===== config.mk =====
export PLATFORM = sky130hd
export DESIGN_NAME = secl_config_loader
export DESIGN_NICKNAME = d
export VERILOG_FILES = /design/src/hw/secl_pkg.sv /design/src/hw/secl_config_loader.sv
export SDC_FILE = /design/constraint.sdc
export NUM_CORES = 1
export LEC_CHECK = 0
export ABC_CLOCK_PERIOD_IN_PS = 3000
export CAP_MARGIN = 20
export CORE_MARGIN = 2
export CORE_UTILIZATION = 55
export CTS_BUF_LIST = sky130_fd_sc_hd__clkbuf_8
export DETAILED_ROUTE_END_ITERATION = 16
export DONT_BUFFER_PORTS = 1
export PLACE_DENSITY = 0.82
export RECOVER_POWER = 100
export SLEW_MARGIN = 20
export SYNTH_ARGS = -nofsm -noshare
export SYNTH_HDL_FRONTEND = slang
export SYNTH_SLANG_ARGS = --single-unit
export TNS_END_PERCENT = 20

===== constraint.sdc =====
create_clock -name clk -period 3 [get_ports clk]
set_input_delay 0 -clock clk [delete_from_list [all_inputs] [get_ports clk]]
set_output_delay 0 -clock clk [all_outputs]
set_load 0.05 [all_outputs]

===== src/hw/secl_pkg.sv =====
// Shared constants and types of the strap and serial-memory configuration loader.
// Assumes a 100 MHz core clock and a three-wire 16-bit serial memory with 8-bit addressing.
package secl_pkg;

  ////////////////////////////////////////////////////////////////////////////
  // Timing
  localparam int CLK_FREQ_MHZ = 100;
  // Least half period of the serial memory clock, in ns
  localparam int SK_HALF_NS   = 500;
  localparam logic [7:0] SK_HALF_CYC = 8'((SK_HALF_NS * CLK_FREQ_MHZ + 999) / 1000);

  ////////////////////////////////////////////////////////////////////////////
  // Serial memory layout and protocol
  localparam logic [7:0]  ADDR_SUM_LO  = 8'h03;
  localparam logic [7:0]  ADDR_SUM_HI  = 8'h04;
  localparam logic [7:0]  ADDR_FLAG    = 8'h05;
  localparam logic [7:0]  ADDR_LED     = 8'h42;
  localparam logic [2:0]  CMD_READ     = 3'h6;   // Start bit then read opcode
  localparam logic [3:0]  CMD_BITS     = 4'hB;
  localparam logic [4:0]  DATA_BITS    = 5'h11;  // Dummy zero plus 16 data bits
  localparam logic [1:0]  LAST_WORD    = 2'h3;
  localparam logic [7:0]  CHECK_BASE   = 8'hFF;
  localparam int          PIN_SEL_BIT  = 4;
  localparam logic [15:0] FLAG_DEFAULT = 16'h0000;
  localparam logic [15:0] LED_DEFAULT  = 16'h0000;

  ////////////////////////////////////////////////////////////////////////////
  // Register map (byte addresses)
  localparam logic [11:0] REG_STATUS   = 12'h000;
  localparam logic [11:0] REG_FLAG     = 12'h004;
  localparam logic [11:0] REG_LED_MODE = 12'h008;
  localparam logic [11:0] REG_GPIO0    = 12'h00C;
  localparam logic [11:0] REG_MF_CTRL  = 12'h010;
  // Status fields
  localparam int ST_DONE_BIT  = 0;
  localparam int ST_VALID_BIT = 1;
  localparam int ST_WAKE_BIT  = 2;
  localparam int ST_SWAP_BIT  = 3;
  localparam int ST_EVENT_BIT = 4;
  localparam int ST_PSEL_BIT  = 5;
  localparam int ST_BUSY_BIT  = 6;
  // General pin zero fields
  localparam int G0_OUT_BIT = 0;
  localparam int G0_OE_BIT  = 1;
  localparam int G0_IN_BIT  = 8;
  // Multi-function pin fields, one nibble each
  localparam int MF_EN_LSB  = 0;
  localparam int MF_OUT_LSB = 8;
  localparam int MF_OE_LSB  = 16;
  localparam int MF_IN_LSB  = 24;
  localparam logic [1:0] RESP_OKAY   = 2'h0;
  localparam logic [1:0] RESP_SLVERR = 2'h2;

  ////////////////////////////////////////////////////////////////////////////
  // Types
  typedef enum logic [2:0] {
    ST_SELECT = 3'b000,
    ST_CMD    = 3'b001,
    ST_DATA   = 3'b010,
    ST_GAP    = 3'b011,
    ST_CHECK  = 3'b100,
    ST_DONE   = 3'b101
  } secl_state_t;

  typedef struct packed {
    logic cs;
    logic sk;
    logic di;
  } secl_eeprom_t;

  typedef struct packed {
    logic [3:0] io_oe;
    logic [3:0] io_out;
    logic [3:0] enable;
  } secl_mf_ctl_t;

endpackage


===== src/hw/secl_config_loader.sv =====
// Strap capture, serial-memory configuration load and pin function selection.
// Assumes: straps and pins are asynchronous to clk; wake_event comes from clk-domain logic.
// Functional notes
// Strap levels are captured during reset and select mode and pin setup.
// Wake strap low gives normal operation, high gives wake-ready mode after reset.
// Swap strap low keeps the high-speed pairs as wired, high swaps both pairs.
// Bit 4 of the flag word at memory word 05h makes general pin zero the wake output.
// As general I/O, pin zero is driven and read only through host vendor registers.
// Each of the four multi-function pins is an LED or a general I/O per its enable bit.
// LED defaults are SuperSpeed, link plus activity, link speed, activity; word 42h tunes.
// Memory data is used only when the low byte of word 05h is 0xFF minus words 03h+04h.
// After reset the loader reads the memory by itself, with no host command.
// The external active-low reset acts exactly like the internal power-on reset.
// A new external reset re-enters wake-ready mode if the wake strap is high.
// Wake-ready mode turns the USB transceiver off but keeps detector and PHY running.
// Captured straps stay fixed from reset release until the next reset.
`timescale 1ns/10ps

module secl_config_loader
  import secl_pkg::*;
(
  // Clock and reset
  input  wire logic                clk,
  input  wire logic                reset,
  input  wire logic                ext_reset_n,
  // Strap pins
  input  wire logic                strap_wake_in,
  input  wire logic                strap_swap_in,
  // Serial memory
  output secl_pkg::secl_eeprom_t   eeprom_pins,
  input  wire logic                eeprom_do_in,
  // General pin zero
  input  wire logic                gpio0_in,
  output logic                     gpio0_out,
  output logic                     gpio0_oe,
  // Multi-function pins
  input  wire logic [3:0]          mf_pin_in,
  output logic [3:0]               mf_pin_out,
  output logic [3:0]               mf_pin_oe,
  input  wire logic [3:0]          led_src,
  // Wake logic and mode outputs
  input  wire logic                wake_event,
  output logic                     power_event_output,
  output logic                     default_wake_ready_mode,
  output logic                     lane_swap,
  output logic                     usb_xcvr_enable,
  output logic                     magic_detect_enable,
  output logic                     phy_autoneg_enable,
  output logic                     wake_output_pin_select,
  output logic [15:0]              led_mode_word,
  // AXI4-Lite slave
  input  wire logic [11:0]         s_axi_awaddr,
  input  wire logic                s_axi_awvalid,
  output logic                     s_axi_awready,
  input  wire logic [31:0]         s_axi_wdata,
  input  wire logic [3:0]          s_axi_wstrb,
  input  wire logic                s_axi_wvalid,
  output logic                     s_axi_wready,
  output logic [1:0]               s_axi_bresp,
  output logic                     s_axi_bvalid,
  input  wire logic                s_axi_bready,
  input  wire logic [11:0]         s_axi_araddr,
  input  wire logic                s_axi_arvalid,
  output logic                     s_axi_arready,
  output logic [31:0]              s_axi_rdata,
  output logic [1:0]               s_axi_rresp,
  output logic                     s_axi_rvalid,
  input  wire logic                s_axi_rready
);
  import secl_pkg::*;

  ////////////////////////////////////////////////////////////////////////////
  // Pin synchronisers
  logic [8:0]   pin_meta_reg;
  logic [8:0]   pin_sync_reg;
  logic         sys_rst;
  logic         ext_n_sync;
  logic         wake_sync;
  logic         swap_sync;
  logic         do_sync;
  logic         g0_sync;
  logic [3:0]   mf_sync;

  always_ff @(posedge clk) begin
    pin_meta_reg <= {ext_reset_n, strap_wake_in, strap_swap_in, eeprom_do_in, gpio0_in,
                     mf_pin_in};
    pin_sync_reg <= pin_meta_reg;
  end

  assign {ext_n_sync, wake_sync, swap_sync, do_sync, g0_sync, mf_sync} = pin_sync_reg;
  // External reset merged
  assign sys_rst = reset | ~ext_n_sync;

  ////////////////////////////////////////////////////////////////////////////
  // Strap capture
  logic wake_strap_reg;
  logic swap_strap_reg;

  // Track straps only while in reset, then hold
  always_ff @(posedge clk) begin
    if (sys_rst) begin
      wake_strap_reg <= wake_sync;
      swap_strap_reg <= swap_sync;
    end
  end

  assign lane_swap = swap_strap_reg;

  a_strap_hold_stable: assert property (@(posedge clk) disable iff (sys_rst)
    $past(!sys_rst) |-> $stable(wake_strap_reg) && $stable(swap_strap_reg))
    else $error("Captured strap changed outside reset");

  a_strap_swap_capture: assert property (@(posedge clk) disable iff (reset)
    $fell(sys_rst) |-> lane_swap == $past(swap_sync))
    else $error("Swap strap not captured at reset release");

  ////////////////////////////////////////////////////////////////////////////
  // Operating mode
  logic wake_mode_reg;
  logic power_event_reg;
  logic usb_en_reg;
  logic run_reg;

  // Mode follows strap at every reset; a wake event ends wake-ready mode only when pin zero is the wake output
  always_ff @(posedge clk) begin
    if (sys_rst) begin
      wake_mode_reg <= wake_sync;
    end else if (power_event_reg) begin
      wake_mode_reg <= 1'b0;
    end
  end

  // Static level output, held until the next reset
  always_ff @(posedge clk) begin
    if (sys_rst) begin
      power_event_reg <= 1'b0;
    end else if (wake_event && wake_output_pin_select) begin
      power_event_reg <= 1'b1;
    end
  end

  // USB side off in wake-ready mode; PHY and detector stay up
  always_ff @(posedge clk) begin
    if (sys_rst) begin
      usb_en_reg <= 1'b0;
      run_reg    <= 1'b0;
    end else begin
      usb_en_reg <= ~wake_mode_reg;
      run_reg    <= 1'b1;
    end
  end

  assign default_wake_ready_mode = wake_mode_reg;
  assign usb_xcvr_enable         = usb_en_reg;
  assign magic_detect_enable     = run_reg;
  assign phy_autoneg_enable      = run_reg;
  assign power_event_output      = power_event_reg;

  a_wake_mode_entry: assert property (@(posedge clk) disable iff (reset)
    $fell(sys_rst) |-> default_wake_ready_mode == wake_strap_reg)
    else $error("Mode after reset does not follow wake strap");

  a_usb_off_wake: assert property (@(posedge clk) disable iff (sys_rst)
    default_wake_ready_mode ##1 default_wake_ready_mode |->
      !usb_xcvr_enable && magic_detect_enable && phy_autoneg_enable)
    else $error("USB on or PHY off during wake-ready mode");

  ////////////////////////////////////////////////////////////////////////////
  // Serial memory loader
  secl_state_t  state_reg;
  logic [7:0]   half_cnt_reg;
  logic [4:0]   bit_cnt_reg;
  logic [1:0]   word_idx_reg;
  logic [15:0]  word_reg [4];
  logic [16:0]  shift_reg;
  logic         cfg_valid_reg;
  logic [15:0]  flag_reg;
  logic [15:0]  led_reg;
  logic         half_tick;
  logic [7:0]   word_addr;
  logic [10:0]  cmd_word;
  logic [7:0]   sum_low;
  logic         sum_ok;

  assign half_tick = (half_cnt_reg == SK_HALF_CYC - 8'h01);

  always_comb begin
    unique case (word_idx_reg)
      2'h0: word_addr = ADDR_SUM_LO;
      2'h1: word_addr = ADDR_SUM_HI;
      2'h2: word_addr = ADDR_FLAG;
      2'h3: word_addr = ADDR_LED;
    endcase
  end

  assign cmd_word = {CMD_READ, word_addr};
  // Checksum over the two words, modulo 256
  assign sum_low  = word_reg[0][7:0] + word_reg[1][7:0];
  assign sum_ok   = (word_reg[2][7:0] == CHECK_BASE - sum_low);

  always_ff @(posedge clk) begin
    if (sys_rst || half_tick || state_reg == ST_DONE) begin
      half_cnt_reg <= 8'h00;
    end else begin
      half_cnt_reg <= half_cnt_reg + 8'h01;
    end
  end

  // Sequence starts by itself right after reset release
  always_ff @(posedge clk) begin
    if (sys_rst) begin
      state_reg    <= ST_SELECT;
      eeprom_pins  <= '0;
      bit_cnt_reg  <= 5'h00;
      word_idx_reg <= 2'h0;
      shift_reg    <= 17'h0_0000;
    end else if (half_tick) begin
      unique case (state_reg)
        ST_SELECT: begin
          eeprom_pins.cs <= 1'b1;
          eeprom_pins.di <= cmd_word[10];
          bit_cnt_reg    <= 5'h00;
          state_reg      <= ST_CMD;
        end
        ST_CMD: begin
          eeprom_pins.sk <= ~eeprom_pins.sk;
          if (eeprom_pins.sk) begin
            if (bit_cnt_reg == 5'(CMD_BITS - 4'h1)) begin
              bit_cnt_reg    <= 5'h00;
              eeprom_pins.di <= 1'b0;
              state_reg      <= ST_DATA;
            end else begin
              bit_cnt_reg    <= bit_cnt_reg + 5'h01;
              eeprom_pins.di <= cmd_word[4'hA - 4'(bit_cnt_reg + 5'h01)];
            end
          end
        end
        ST_DATA: begin
          eeprom_pins.sk <= ~eeprom_pins.sk;
          // Sample at the end of the high phase, long after the memory has settled
          if (eeprom_pins.sk) begin
            shift_reg   <= {shift_reg[15:0], do_sync};
            bit_cnt_reg <= bit_cnt_reg + 5'h01;
            if (bit_cnt_reg == DATA_BITS - 5'h01) begin
              state_reg <= ST_GAP;
            end
          end
        end
        ST_GAP: begin
          // Chip select low for two half periods between reads ends the read cycle
          if (eeprom_pins.cs) begin
            eeprom_pins.cs <= 1'b0;
          end else if (word_idx_reg == LAST_WORD) begin
            state_reg <= ST_CHECK;
          end else begin
            word_idx_reg <= word_idx_reg + 2'h1;
            state_reg    <= ST_SELECT;
          end
        end
        ST_CHECK: begin
          state_reg <= ST_DONE;
        end
        ST_DONE: begin
          state_reg <= ST_DONE;
        end
        default: begin
          state_reg <= ST_SELECT;
        end
      endcase
    end
  end

  // Words stored by index as each read completes
  always_ff @(posedge clk) begin
    if (sys_rst) begin
      for (int i = 0; i < 4; i++) begin
        word_reg[i] <= 16'h0000;
      end
    end else if (state_reg == ST_GAP && eeprom_pins.cs) begin
      word_reg[word_idx_reg] <= shift_reg[15:0];
    end
  end

  // Memory content applied only when the checksum matches
  always_ff @(posedge clk) begin
    if (sys_rst) begin
      cfg_valid_reg <= 1'b0;
      flag_reg      <= FLAG_DEFAULT;
      led_reg       <= LED_DEFAULT;
    end else if (state_reg == ST_CHECK && half_tick) begin
      cfg_valid_reg <= sum_ok;
      flag_reg      <= sum_ok ? word_reg[2] : FLAG_DEFAULT;
      led_reg       <= sum_ok ? word_reg[3] : LED_DEFAULT;
    end
  end

  assign led_mode_word          = led_reg;
  assign wake_output_pin_select = flag_reg[PIN_SEL_BIT];

  a_load_auto_start: assert property (@(posedge clk) disable iff (reset)
    $fell(sys_rst) |-> ##[1:60] eeprom_pins.cs)
    else $error("Loader did not start after reset");

  a_checksum_accept: assert property (@(posedge clk) disable iff (sys_rst)
    (state_reg == ST_CHECK && half_tick) |=>
      (cfg_valid_reg == $past(sum_ok)) && (state_reg == ST_DONE))
    else $error("Checksum decision wrong");

  a_pin_select_bit: assert property (@(posedge clk) disable iff (sys_rst)
    (state_reg == ST_DONE) |-> wake_output_pin_select == (cfg_valid_reg ?
      word_reg[2][PIN_SEL_BIT] : FLAG_DEFAULT[PIN_SEL_BIT]))
    else $error("Pin zero function not from flag bit");

  a_ext_reset_equiv: assert property (@(posedge clk) disable iff (reset)
    !ext_n_sync |=> (state_reg == ST_SELECT) && !power_event_reg && !eeprom_pins.cs)
    else $error("External reset did not reset the loader");

  ////////////////////////////////////////////////////////////////////////////
  // Pin function selection
  logic         g0_out_ctl_reg;
  logic         g0_oe_ctl_reg;
  secl_mf_ctl_t mf_ctl_reg;
  logic         g0_out_reg;
  logic         g0_oe_reg;
  logic [3:0]   mf_out_reg;
  logic [3:0]   mf_oe_reg;

  // Wake output or host-controlled I/O on pin zero
  always_ff @(posedge clk) begin
    if (sys_rst) begin
      g0_out_reg <= 1'b0;
      g0_oe_reg  <= 1'b0;
    end else if (wake_output_pin_select) begin
      g0_out_reg <= power_event_reg;
      g0_oe_reg  <= 1'b1;
    end else begin
      g0_out_reg <= g0_out_ctl_reg;
      g0_oe_reg  <= g0_oe_ctl_reg;
    end
  end

  assign gpio0_out = g0_out_reg;
  assign gpio0_oe  = g0_oe_reg;

  // Per pin: LED source, highest pin SuperSpeed down to activity
  for (genvar p = 0; p < 4; p++) begin : g_mf_pin
    always_ff @(posedge clk) begin
      if (sys_rst) begin
        mf_out_reg[p] <= 1'b0;
        mf_oe_reg[p]  <= 1'b0;
      end else if (mf_ctl_reg.enable[p]) begin
        mf_out_reg[p] <= mf_ctl_reg.io_out[p];
        mf_oe_reg[p]  <= mf_ctl_reg.io_oe[p];
      end else begin
        mf_out_reg[p] <= led_src[p];
        mf_oe_reg[p]  <= 1'b1;
      end
    end
  end

  assign mf_pin_out = mf_out_reg;
  assign mf_pin_oe  = mf_oe_reg;

  a_gpio_vendor_ctl: assert property (@(posedge clk) disable iff (sys_rst)
    !wake_output_pin_select |=> gpio0_out == $past(g0_out_ctl_reg) &&
      gpio0_oe == $past(g0_oe_ctl_reg))
    else $error("Pin zero not under host control");

  a_mf_select: assert property (@(posedge clk) disable iff (sys_rst)
    1'b1 |=> mf_pin_out == $past((mf_ctl_reg.enable & mf_ctl_reg.io_out) |
      (~mf_ctl_reg.enable & led_src)))
    else $error("Multi-function pin source wrong");

  ////////////////////////////////////////////////////////////////////////////
  // AXI4-Lite slave
  logic         aw_hold_reg;
  logic         w_hold_reg;
  logic [11:0]  awaddr_reg;
  logic [31:0]  wdata_reg;
  logic [3:0]   wstrb_reg;
  logic         bvalid_reg;
  logic [1:0]   bresp_reg;
  logic         rvalid_reg;
  logic [31:0]  rdata_reg;
  logic [1:0]   rresp_reg;
  logic         do_write;
  logic [31:0]  rd_mux;
  logic         rd_hit;

  assign s_axi_awready = ~aw_hold_reg & ~bvalid_reg;
  assign s_axi_wready  = ~w_hold_reg & ~bvalid_reg;
  assign s_axi_arready = ~rvalid_reg;
  assign do_write      = aw_hold_reg & w_hold_reg & ~bvalid_reg;

  always_ff @(posedge clk) begin
    if (sys_rst) begin
      aw_hold_reg <= 1'b0;
      w_hold_reg  <= 1'b0;
      awaddr_reg  <= 12'h000;
      wdata_reg   <= 32'h0000_0000;
      wstrb_reg   <= 4'h0;
    end else if (do_write) begin
      aw_hold_reg <= 1'b0;
      w_hold_reg  <= 1'b0;
    end else begin
      if (s_axi_awvalid && s_axi_awready) begin
        aw_hold_reg <= 1'b1;
        awaddr_reg  <= s_axi_awaddr;
      end
      if (s_axi_wvalid && s_axi_wready) begin
        w_hold_reg <= 1'b1;
        wdata_reg  <= s_axi_wdata;
        wstrb_reg  <= s_axi_wstrb;
      end
    end
  end

  // Host vendor registers, byte lanes honoured
  always_ff @(posedge clk) begin
    if (sys_rst) begin
      g0_out_ctl_reg <= 1'b0;
      g0_oe_ctl_reg  <= 1'b0;
      mf_ctl_reg     <= '0;
    end else if (do_write && wstrb_reg[0]) begin
      if (awaddr_reg == REG_GPIO0) begin
        g0_out_ctl_reg <= wdata_reg[G0_OUT_BIT];
        g0_oe_ctl_reg  <= wdata_reg[G0_OE_BIT];
      end else if (awaddr_reg == REG_MF_CTRL) begin
        mf_ctl_reg.enable <= wdata_reg[MF_EN_LSB +: 4];
      end
    end
    if (!sys_rst && do_write && awaddr_reg == REG_MF_CTRL) begin
      if (wstrb_reg[1]) begin
        mf_ctl_reg.io_out <= wdata_reg[MF_OUT_LSB +: 4];
      end
      if (wstrb_reg[2]) begin
        mf_ctl_reg.io_oe <= wdata_reg[MF_OE_LSB +: 4];
      end
    end
  end

  always_ff @(posedge clk) begin
    if (sys_rst) begin
      bvalid_reg <= 1'b0;
      bresp_reg  <= RESP_OKAY;
    end else if (do_write) begin
      bvalid_reg <= 1'b1;
      bresp_reg  <= (awaddr_reg == REG_GPIO0 || awaddr_reg == REG_MF_CTRL ||
                     awaddr_reg == REG_STATUS || awaddr_reg == REG_FLAG ||
                     awaddr_reg == REG_LED_MODE) ? RESP_OKAY : RESP_SLVERR;
    end else if (s_axi_bready) begin
      bvalid_reg <= 1'b0;
    end
  end

  always_comb begin
    rd_mux = 32'h0000_0000;
    rd_hit = 1'b1;
    unique case (s_axi_araddr)
      REG_STATUS: begin
        rd_mux[ST_DONE_BIT]  = (state_reg == ST_DONE);
        rd_mux[ST_VALID_BIT] = cfg_valid_reg;
        rd_mux[ST_WAKE_BIT]  = wake_mode_reg;
        rd_mux[ST_SWAP_BIT]  = swap_strap_reg;
        rd_mux[ST_EVENT_BIT] = power_event_reg;
        rd_mux[ST_PSEL_BIT]  = wake_output_pin_select;
        rd_mux[ST_BUSY_BIT]  = (state_reg != ST_DONE);
      end
      REG_FLAG:     rd_mux[15:0] = flag_reg;
      REG_LED_MODE: rd_mux[15:0] = led_reg;
      REG_GPIO0: begin
        rd_mux[G0_OUT_BIT] = g0_out_ctl_reg;
        rd_mux[G0_OE_BIT]  = g0_oe_ctl_reg;
        rd_mux[G0_IN_BIT]  = g0_sync;
      end
      REG_MF_CTRL: begin
        rd_mux[MF_EN_LSB +: 4]  = mf_ctl_reg.enable;
        rd_mux[MF_OUT_LSB +: 4] = mf_ctl_reg.io_out;
        rd_mux[MF_OE_LSB +: 4]  = mf_ctl_reg.io_oe;
        rd_mux[MF_IN_LSB +: 4]  = mf_sync;
      end
      default: rd_hit = 1'b0;
    endcase
  end

  always_ff @(posedge clk) begin
    if (sys_rst) begin
      rvalid_reg <= 1'b0;
      rdata_reg  <= 32'h0000_0000;
      rresp_reg  <= RESP_OKAY;
    end else if (s_axi_arvalid && s_axi_arready) begin
      rvalid_reg <= 1'b1;
      rdata_reg  <= rd_mux;
      rresp_reg  <= rd_hit ? RESP_OKAY : RESP_SLVERR;
    end else if (s_axi_rready) begin
      rvalid_reg <= 1'b0;
    end
  end

  assign s_axi_bvalid = bvalid_reg;
  assign s_axi_bresp  = bresp_reg;
  assign s_axi_rvalid = rvalid_reg;
  assign s_axi_rdata  = rdata_reg;
  assign s_axi_rresp  = rresp_reg;

endmodule // secl_config_loader


==> results.toml <==
[power]
seq_power_share = 0.534
p_switching_mw = 1.59
p_per_area_nw_per_um2 = 562
switching_share = 0.263
power_frac_clock = 0.385
p_int_mw = 4.46
power_frac_comb = 0.080
ir_drop_mv = 0.405
total_power_mw = 6.05
p_leak_nw = 4.04

[sta]
finalSetupViolCount = 0
post-route-period-util = 0.959
fmax_mhz = 348
skew_ns = 0.0208
slew_headroom = 0.257
fin_crit_ns = 2.88
rsz0062_at_grt = "false"
finalHoldViolCount = 0
tns_ns = 0
slew_violations = 0
worst_pin_slew_ns = 1.11

[clock_tree]
clkSinkCount = 222
numCtsBuffers = 35
cts_tree = "yes"
htree_levels = 2
worstSkewPairLatency_ns = 0.51
clock-root-buffer = "clkbuf_8"
cts_buffer_depth = 3
path_clk_slew_ns = 0.07
cts_setup_buffers = 0

[yosys]
synth-seq-cells = 222
synthTopCellsByArea = "dfxtp_1, edfxtp_1, nand2_1"
yosysWarnings = 0
avgSynthCellArea_um2 = 9.80
synth_top_cell_by_area = "dfxtp_1"
ys_types = 66
ys_seq_area_frac = 0.528
synth_cells = 955
synthesis.area_um2 = 9360
synth_top_area_share = 0.368
synth_ff_type = "dfxtp_1"
synth_edf_count = 50
async_flop_share = 0

[worst_setup_path]
critPathKind = "reg -> reg"
crit_buf_inv = 4
worstPathRequired_ns = 3.44
crit_family = "buffers and inverters"
slowest_stage = "dlygate4sd3_1"
crit_chain = "buf_4 > nor2_1 > buf_4 > and2_1 > nand2_1 > dlygate4sd3_1 > a21oi_1 > dlygate4sd3_1"
cp.arrival_ns = 3.32
slowest_delay_ns = 0.61
worst_setup_path_start_kind = "flip-flop"
crit_path_end_kind = "flip-flop"
crit_fanout = 12

[die]
pin_count = 158
initial_core_util = 0.564
rows = 47
die_x_um = 134
core_area_um2 = 16600
die_h_um = 134
design.die.area_um2 = 18100

[finish]
drive_gt1_frac = 0.0774
nFillCells = 1212
largest_register_ffs = 48
final_common_cell = "dfxtp_1"
antenna_cells = 0
final_cell_mix = "dfxtp_1, nand2_1, a21oi_1, inv_1, dlygate4sd3_1"
layout.nets = 1148
area_growth_pct = 15.0

[global_route]
grt_pass1_vias = 7877
antenna_found_initial = 0
grt_usage = 0.275
overflow = 0
grt_max_degree = 41
grt_pass1_wl_um = 39500

[route]
vias_per_cell = 5.85
drtIter0Drc = 864
wl_um = 25100
drc = 0
ant_nets = 0
first_pass_iters = 6
via_count = 7565
post_drt_wl_per_cell_um = 19.4

[flow_run]
maxCapViolCount = 0

[outcome]
status = "complete, no violations"

[placement]
gp_congestion = 0.829
io_buffer_count = 0
dp_hpwl_um = 14600

[hold_path]
min_path_type = "in -> reg"
-- power groups by stage --
stage | Sequential, mW | Combinational (mW) | Clock [mW]
final | 3.23 | 0.487 | 2.33
after detailed placement | 3.29 | 0.421 | 0
after floorplan | 3.28 | 0.345 | 0
after CTS | 3.23 | 0.504 | 2.33
after global routing | 3.24 | 0.520 | 2.47
after global placement | 3.29 | 0.411 | 0
-- path summary, 6_finish.rpt --
path | slack [ns] | endpoint | cells past startpoint | start
max | 0.12 | awaddr_reg[5]$_SDFFE_PN0P_ | 8 | s_axi_bvalid$_SDFFE_PN0P_
min | 0.04 | wstrb_reg[1]$_SDFFE_PN0P_ | 3 | s_axi_wvalid
max reg2reg | 0.12 | awaddr_reg[5]$_SDFFE_PN0P_ | 8 | s_axi_bvalid$_SDFFE_PN0P_
min reg2reg | 0.32 | pin_sync_reg[8]$_DFF_P_ | 0 | pin_meta_reg[8]$_DFF_P_
-- kinds of logic after synthesis --
family	Yosys count	synth area share
buffers and inverters	128	0.0591
AOI/OAI and AO/OA	190	0.152
and+or+nand+nor	343	0.178
adders and majority gates	19	0.0259
other	1	0.000401
xor gates and xnor gates	27	0.0282
DFF	222	0.528
muxes	25	0.0277
-- Yosys cell counts (18+ instances only) --
master / number
o41ai_2: 29
mux2i_1: 18
edfxtp_1: 50
inv_1: 66
dfxtp_1: 172
nor2_1: 59
nand2_1: 154
a21oi_1: 91
o21ai_0: 29
clkbuf_1: 39
and2_1: 51
-- area by class of cell --
class / instances / area, um2 / area share
Tap cell: 220 / 275 / 0.0256
Clock inverter: 23 / 97.6 / 0.00907
Clock buffer: 38 / 523 / 0.0486
Sequential cell: 222 / 4940 / 0.459
Inverter: 67 / 251 / 0.0234
Multi-Input combinational cell: 614 / 3710 / 0.344
Timing Repair Buffer: 109 / 966 / 0.0897
-- timing repair --
action	4_1_cts	5_1_grt
endpoints found under the setup margin	0	1
hold buffers	80	0
hold endpoints to repair	78	0
resized for setup	0	1
-- worst register-to-register path, cell delays in order, from the launching register on --
cell           delay (ns)
dfxtp_1              0.30
buf_4                0.20
nor2_1               0.15
buf_4                0.23
and2_1               0.43
nand2_1              0.12
dlygate4sd3_1        0.58
a21oi_1              0.20
dlygate4sd3_1        0.61
-- stage by stage --
step / area [um2] / std cells / util / setup slack (ns) / hold WS [ns]
floorplan: 9390 / 964 / - / 0.352 / 0.0277
global placement: 9610 / 1152 / 0.580 / 0.408 / 0.0278
detailed placement: 9610 / 1152 / 0.580 / 0.286 / 0.0278
CTS: 11000 / 1293 / 0.665 / 0.159 / 0.00988
global route: 10800 / 1293 / 0.649 / 0.0174 / 0.0339
finish: 10800 / 1293 / 0.649 / 0.124 / 0.0352
-- layer usage --
metal / routed length (um) / global-route usage
met1: 9100 / 0.311
met2: 12300 / 0.478
met3: 2180 / 0.0638
met4: 1490 / 0.154
met5: 0 / 0
Power figures use the tool's default switching activity.
